--- src/logic/pfs_pkg.sv ---
// Package for the power-manager fault status bank.
// Holds register offsets, field positions and reset values shared by
// the bank and its sticky flag cells.
`default_nettype none
package pfs_pkg;
    // Widths of the internal register port.
    localparam int unsigned PFS_ADDR_W = 8;
    localparam int unsigned PFS_DATA_W = 8;

    // Status and flag registers.
    localparam logic [7:0] PFS_OFS_EXT_GOOD = 8'h07;
    localparam logic [7:0] PFS_OFS_MISC_FLAGS = 8'h08;
    localparam logic [7:0] PFS_OFS_OV_FLAGS = 8'h09;
    localparam logic [7:0] PFS_OFS_UV_FLAGS = 8'h0A;
    localparam logic [7:0] PFS_OFS_OC_FLAGS = 8'h0B;

    // Clear registers, each bit matching its flag register.
    localparam logic [7:0] PFS_OFS_MISC_CLR = 8'h0D;
    localparam logic [7:0] PFS_OFS_OV_CLR = 8'h0E;
    localparam logic [7:0] PFS_OFS_UV_CLR = 8'h0F;
    localparam logic [7:0] PFS_OFS_OC_CLR = 8'h10;

    // Field positions: external good bits 2..0, misc bits 7..6,
    // voltage flags 7..1, overcurrent flags 6..2.
    localparam int unsigned PFS_EXT_ONE_BIT = 2;
    localparam int unsigned PFS_EXT_TWO_BIT = 1;
    localparam int unsigned PFS_EXT_THREE_BIT = 0;
    localparam int unsigned PFS_OTP_BIT = 7;
    localparam int unsigned PFS_POWER_DISABLE_INPUT_BIT = 6;
    localparam int unsigned PFS_VOLT_LSB = 1;
    localparam int unsigned PFS_OC_LSB = 2;

    // Numbers of flags in each group.
    localparam int unsigned PFS_MISC_N = 2;
    localparam int unsigned PFS_VOLT_N = 7;
    localparam int unsigned PFS_OC_N = 5;

    // Values after reset and read from unmapped addresses.
    localparam logic [7:0] PFS_RESET_BYTE = 8'h00;
    localparam logic [7:0] PFS_UNMAPPED_BYTE = 8'h00;
endpackage
`default_nettype wire

--- src/logic/pfs_status_bank.sv ---
// Fault status bank of a multi-rail power manager: power-good status,
// shutdown cause flags and per-rail voltage and current event flags.
// Assumes the serial management engine presents single-cycle register
// read and write strobes synchronous to clk, and that fault inputs are
// synchronous one-cycle or level detections from the analog monitors.
`timescale 1ns/1ps
`default_nettype none
module pfs_status_bank
    import pfs_pkg::*;
(
    input wire logic clk,
    input wire logic reset_n,
    input wire logic [PFS_ADDR_W-1:0] reg_addr,
    input wire logic reg_wr_en,
    input wire logic [PFS_DATA_W-1:0] reg_wr_data,
    input wire logic reg_rd_en,
    output logic [PFS_DATA_W-1:0] reg_rd_data,
    output logic reg_rd_valid,
    input wire logic ext_reg_one_good,
    input wire logic ext_reg_two_good,
    input wire logic ext_reg_three_good,
    input wire logic over_temp_shutdown,
    input wire logic power_disable_input,
    input wire logic [PFS_VOLT_N-1:0] overvoltage_event,
    input wire logic [PFS_VOLT_N-1:0] undervoltage_event,
    input wire logic [PFS_OC_N-1:0] overcurrent_event
);
    logic rst_meta_reg;
    logic rst_sync_n;
    logic [2:0] ext_good_reg;
    logic [PFS_MISC_N-1:0] misc_clr;
    logic [PFS_VOLT_N-1:0] ov_clr;
    logic [PFS_VOLT_N-1:0] uv_clr;
    logic [PFS_OC_N-1:0] oc_clr;
    logic [PFS_MISC_N-1:0] misc_flags;
    logic [PFS_VOLT_N-1:0] ov_flags;
    logic [PFS_VOLT_N-1:0] uv_flags;
    logic [PFS_OC_N-1:0] oc_flags;
    logic [PFS_DATA_W-1:0] rd_data_next;

    // Reset is released through two flip-flops so every flag leaves
    // reset on the same edge.
    always_ff @(posedge clk or negedge reset_n)
    begin
        if (!reset_n)
        begin
            rst_meta_reg <= 1'b0;
            rst_sync_n <= 1'b0;
        end
        else
        begin
            rst_meta_reg <= 1'b1;
            rst_sync_n <= rst_meta_reg;
        end
    end

    // Power-good is live status, not latched; it follows the inputs
    // with one cycle of delay.
    always_ff @(posedge clk or negedge rst_sync_n)
    begin
        if (!rst_sync_n)
        begin
            ext_good_reg <= 3'h0;
        end
        else
        begin
            ext_good_reg[PFS_EXT_ONE_BIT] <= ext_reg_one_good;
            ext_good_reg[PFS_EXT_TWO_BIT] <= ext_reg_two_good;
            ext_good_reg[PFS_EXT_THREE_BIT] <= ext_reg_three_good;
        end
    end

    // Clear strobes come only from writes to the clear registers; a write
    // to a flag register decodes to nothing and so is ignored.
    always_comb
    begin
        misc_clr = '0;
        ov_clr = '0;
        uv_clr = '0;
        oc_clr = '0;
        if (reg_wr_en)
        begin
            if (reg_addr == PFS_OFS_MISC_CLR)
            begin
                misc_clr = reg_wr_data[PFS_OTP_BIT:PFS_POWER_DISABLE_INPUT_BIT];
            end
            if (reg_addr == PFS_OFS_OV_CLR)
            begin
                ov_clr = reg_wr_data[PFS_VOLT_LSB +: PFS_VOLT_N];
            end
            if (reg_addr == PFS_OFS_UV_CLR)
            begin
                uv_clr = reg_wr_data[PFS_VOLT_LSB +: PFS_VOLT_N];
            end
            if (reg_addr == PFS_OFS_OC_CLR)
            begin
                oc_clr = reg_wr_data[PFS_OC_LSB +: PFS_OC_N];
            end
        end
    end

    // Sticky flag groups; bit 1 of misc is over-temperature, bit 0 is
    // the power-disable shutdown.
    pfs_flag_bits #(.WIDTH(PFS_MISC_N)) misc_cells
    (
        .clk(clk),
        .reset_n(rst_sync_n),
        .set_in({over_temp_shutdown, power_disable_input}),
        .clr_in(misc_clr),
        .flags(misc_flags)
    );

    pfs_flag_bits #(.WIDTH(PFS_VOLT_N)) ov_cells
    (
        .clk(clk),
        .reset_n(rst_sync_n),
        .set_in(overvoltage_event),
        .clr_in(ov_clr),
        .flags(ov_flags)
    );

    pfs_flag_bits #(.WIDTH(PFS_VOLT_N)) uv_cells
    (
        .clk(clk),
        .reset_n(rst_sync_n),
        .set_in(undervoltage_event),
        .clr_in(uv_clr),
        .flags(uv_flags)
    );

    pfs_flag_bits #(.WIDTH(PFS_OC_N)) oc_cells
    (
        .clk(clk),
        .reset_n(rst_sync_n),
        .set_in(overcurrent_event),
        .clr_in(oc_clr),
        .flags(oc_flags)
    );

    // Read multiplexer; reserved bits and clear registers read as zero.
    always_comb
    begin
        rd_data_next = PFS_UNMAPPED_BYTE;
        unique case (reg_addr)
            PFS_OFS_EXT_GOOD:
            begin
                rd_data_next = {5'h00, ext_good_reg};
            end
            PFS_OFS_MISC_FLAGS:
            begin
                rd_data_next = {misc_flags, 6'h00};
            end
            PFS_OFS_OV_FLAGS:
            begin
                rd_data_next = {ov_flags, 1'b0};
            end
            PFS_OFS_UV_FLAGS:
            begin
                rd_data_next = {uv_flags, 1'b0};
            end
            PFS_OFS_OC_FLAGS:
            begin
                rd_data_next = {1'b0, oc_flags, 2'h0};
            end
            default:
            begin
                rd_data_next = PFS_UNMAPPED_BYTE;
            end
        endcase
    end

    // Read answer is registered; data holds until the next read.
    always_ff @(posedge clk or negedge rst_sync_n)
    begin
        if (!rst_sync_n)
        begin
            reg_rd_data <= PFS_RESET_BYTE;
            reg_rd_valid <= 1'b0;
        end
        else
        begin
            reg_rd_valid <= reg_rd_en;
            if (reg_rd_en)
            begin
                reg_rd_data <= rd_data_next;
            end
        end
    end
endmodule
`default_nettype wire

--- src/logic/pfs_flag_bits.sv ---
// Group of sticky event flags with per-bit clear.
// Assumes set and clear inputs are synchronous to clk and reset_n is
// already synchronised by the caller.
`timescale 1ns/1ps
`default_nettype none
module pfs_flag_bits
    import pfs_pkg::*;
#(
    parameter int unsigned WIDTH = 7
)
(
    input wire logic clk,
    input wire logic reset_n,
    input wire logic [WIDTH-1:0] set_in,
    input wire logic [WIDTH-1:0] clr_in,
    output logic [WIDTH-1:0] flags
);
    // A set in the same cycle as its clear wins, so no event is lost.
    always_ff @(posedge clk or negedge reset_n)
    begin
        if (!reset_n)
        begin
            flags <= '0;
        end
        else
        begin
            flags <= (flags & ~clr_in) | set_in;
        end
    end
endmodule
`default_nettype wire

--- config.mk ---
export PLATFORM = sky130hd
export DESIGN_NAME = pfs_status_bank
export DESIGN_NICKNAME = d
export VERILOG_FILES = /design/src/logic/pfs_pkg.sv /design/src/logic/pfs_status_bank.sv /design/src/logic/pfs_flag_bits.sv
export SDC_FILE = /design/constraint.sdc
export NUM_CORES = 1
export LEC_CHECK = 0
export ABC_CLOCK_PERIOD_IN_PS = 3000
export BUFFER_PORTS_ARGS = -buffer_cell sky130_fd_sc_hd__buf_2
export CAP_MARGIN = 20
export CORE_ASPECT_RATIO = 0.75
export CORE_MARGIN = 3
export CORE_UTILIZATION = 32
export DETAILED_ROUTE_END_ITERATION = 10
export PLACE_DENSITY = 0.56
export SLEW_MARGIN = 15
export SYNTH_ARGS = -nofsm -noshare
export SYNTH_HDL_FRONTEND = slang
export SYNTH_SLANG_ARGS = --single-unit
--- constraint.sdc ---
create_clock -name clk -period 3 [get_ports clk]
set_clock_uncertainty 0.15 [all_clocks]
set_input_delay 0.15 -clock clk [delete_from_list [all_inputs] [get_ports clk]]
set_output_delay 0.15 -clock clk [all_outputs]
set_load 0.05 [all_outputs]
==> results.json <==
{
  "initial_utilization_pct": 34.0,
  "peakVddDrop_uv": 233,
  "rows": 21,
  "area_growth_pct": 41.4,
  "synth_area_leaders": "dfrtp_1 56%, a21o_1 10%, nand3_1 8.0%",
  "ys_seq_area_share_pct": 56.0,
  "drtPass1Iterations": 4,
  "dieArea_sq_um": 5770,
  "cp_data_arrival_time_ns": 1.62,
  "drive_gt1_share_pct": 29.9,
  "clock_tree.root_cell": "clkbuf_8",
  "globalRouteMet3Util_pct": 3.96,
  "hp-class": "input pin to async pin",
  "regMostFlops": "reg_rd_data",
  "cts_hold_buf": 26,
  "fmax_ghz": 0.628,
  "startpoint_type": "input pin",
  "portBuffers": 51,
  "drcViolationCount": 0,
  "dieWidth_um": 86.7,
  "synth_top_area_share_pct": 56.0,
  "drtAntennaViolNets": 0,
  "largest_reg_flops": 8,
  "grt_use_met1_pct": 21.3,
  "die_height_um": 66.5,
  "core_sq_um": 4600,
  "outcome": "finished, final reports clean",
  "grt_usage_pct": 15.9,
  "ys_ff_latch": 35,
  "grt-ovfl-total": 0,
  "critPathCaptureType": "flop",
  "cts.htree.levels": 2,
  "synth_area_sq_um": 1560,
  "grt_pass1_vias": 1454,
  "vias_per_cell": 4.90,
  "wl_mm": 4.05,
  "maxCapViolations": 0,
  "path_clk_slew_ns": 0.07,
  "cts.repair.resized": 0,
  "place.gp.congestion": 0.743,
  "grt-busiest-layer": "met2",
  "antenna_found_initial": 0,
  "synth_cell_types": 34,
  "clock_latency_ns": 0.28,
  "avgSynthCellArea_sq_um": 11.2,
  "dp_cells": 244,
  "synth_top_area_cell": "dfrtp_1",
  "clkSinkCount": 35,
  "yosys_warnings": 0,
  "setup_viol": 0,
  "cts_buffers": 5,
  "cts_tree": "built",
  "cts.path.max_buffers": 2,
  "final_cells": 278,
  "final_hold_viol_count": 0,
  "vias": 1361,
  "final_cell_mix": "51 x buf_2, 35 x dfrtp_1, 26 x dlygate4sd3_1, 25 x nand3_1, 21 x a21o_1",
  "reg_top3": "reg_rd_data (8), ov_cells.flags (7), uv_cells.flags (7)",
  "diodes": 0,
  "cp_max_fo": 7,
  "grt_pass1_wl_mm": 6.98,
  "cts_setup_buffers": 0,
  "nets": 264,
  "gr-usage-met2_pct": 25.6,
  "slew_viol_final": 0,
  "ios": 53,
  "min_period_ns": 1.59,
  "period_share_pct": 53.0,
  "p_leak_nw": 0.905,
  "grt_max_degree": 34,
  "syn_inst": 140,
  "critical_path_required_ns": 3.02,
  "final_common_cell": "buf_2",
  "p_per_area_nw_per_um2": 411,
  "syn_nets": 184,
  "finalSetupTns_ns": 0,
  "crit_type": "input pin to flop",
  "hpwl_mm": 2.93,
  "grt_setup_unrepaired": "false",
  "wl_per_cell_um": 14.6,
  "first_iter_violations": 62
}
[worst max-delay path: stages]
cell and delay [ns]:
buf_2 0.11, or4_4 0.59, nor3b_4 0.43, nand3_1 0.13
a21o_1 0.20
[per-layer routing]
metal / wire [um] / up-vias
met4: 18 / 0
met2: 1830 / 42
met5: 0 / -
met3: 236 / 2
li1: - / 666
met1: 1960 / 651
[cell usage after synthesis]
library cell and instances:
a22o_1 3, nor3_1 1, nand4_1 1, a21oi_1 1, nand2_1 5, nor2_1 2
and3b_1 1, and3_1 1, buf_2 2, inv_1 7, nor3b_4 1, nand2b_1 2
o21ai_0 6, dfrtp_1 35, mux2i_1 1, o22a_1 1, a31o_2 1, or4_4 1
nor4_1 2, a21o_1 21, o32ai_1 1, buf_6 1, nand3_1 25, mux2_2 3
a22oi_1 1, conb_1 1, o22ai_1 2, o211ai_1 1, nor3b_1 1, nor2b_1 4
nor3_4 1, mux4_2 1, clkbuf_1 2, a32oi_1 1
[metrics by stage]
stage / power, mW / worst slack (ns) / hold WS, ns / cell area, sq um / utilization (%)
after floorplan: 0.529 / 1.44 / -0.296 / 1560 / -
after global placement: 0.572 / 1.13 / -0.216 / 1870 / 40.7
after detailed placement: 0.575 / 1.13 / -0.209 / 1870 / 40.7
after CTS: 0.923 / 1.43 / 0.0240 / 2210 / 48.1
after global routing: 0.956 / 1.32 / 0.0190 / 2210 / 48.1
final: 0.910 / 1.41 / 0.0247 / 2210 / 48.1
[worst paths after layout]
kind	from	to	slack, ns	cells after the start
worst max-delay path	reg_addr[5]	ov_cells.flags[4]	1.41	5
worst min-delay path	reset_n	rst_meta_reg	0.02	2
worst max register to register	oc_cells.flags[4]	reg_rd_data[6]	1.66	3
worst min register to register	rst_sync_n	reg_rd_data[6]	0.12	1
max in group asynchronous	rst_sync_n	reg_rd_data[7]	2.27	1
min in group clk	reg_wr_data[1]	ov_cells.flags[0]	0.04	3
[report_power, final]
group | switching [mW] | total, mW | internal (mW)
clock | 0.157 | 0.320 | 0.163
combinational | 0.0559 | 0.112 | 0.0556
sequential | 0.00155 | 0.479 | 0.477
[cells by family (layout without fill, tap and decap cells)]
family / Yosys count / in the layout / synth area share (%)
simple gates: 48 / 48 / 18.0
compound gates: 39 / 39 / 18.0
flops: 35 / 35 / 56.0
buf+inv: 12 / 93 / 3.52
mux: 5 / 5 / 4.24
other cells: 1 / 1 / 0.240
[cell type report]
| type | instances | area (sq um) |
|---|---|---|
| clock buffer | 7 | 76.3 |
| clock inverter | 1 | 5.00 |
| fill | 447 | 2390 |
| inverter | 7 | 26.3 |
| multi-input combinational | 93 | 633 |
| sequential | 35 | 876 |
| tap | 57 | 71.3 |
| timing repair buffer | 78 | 523 |
No activity file was read; power rests on OpenSTA's default activity.
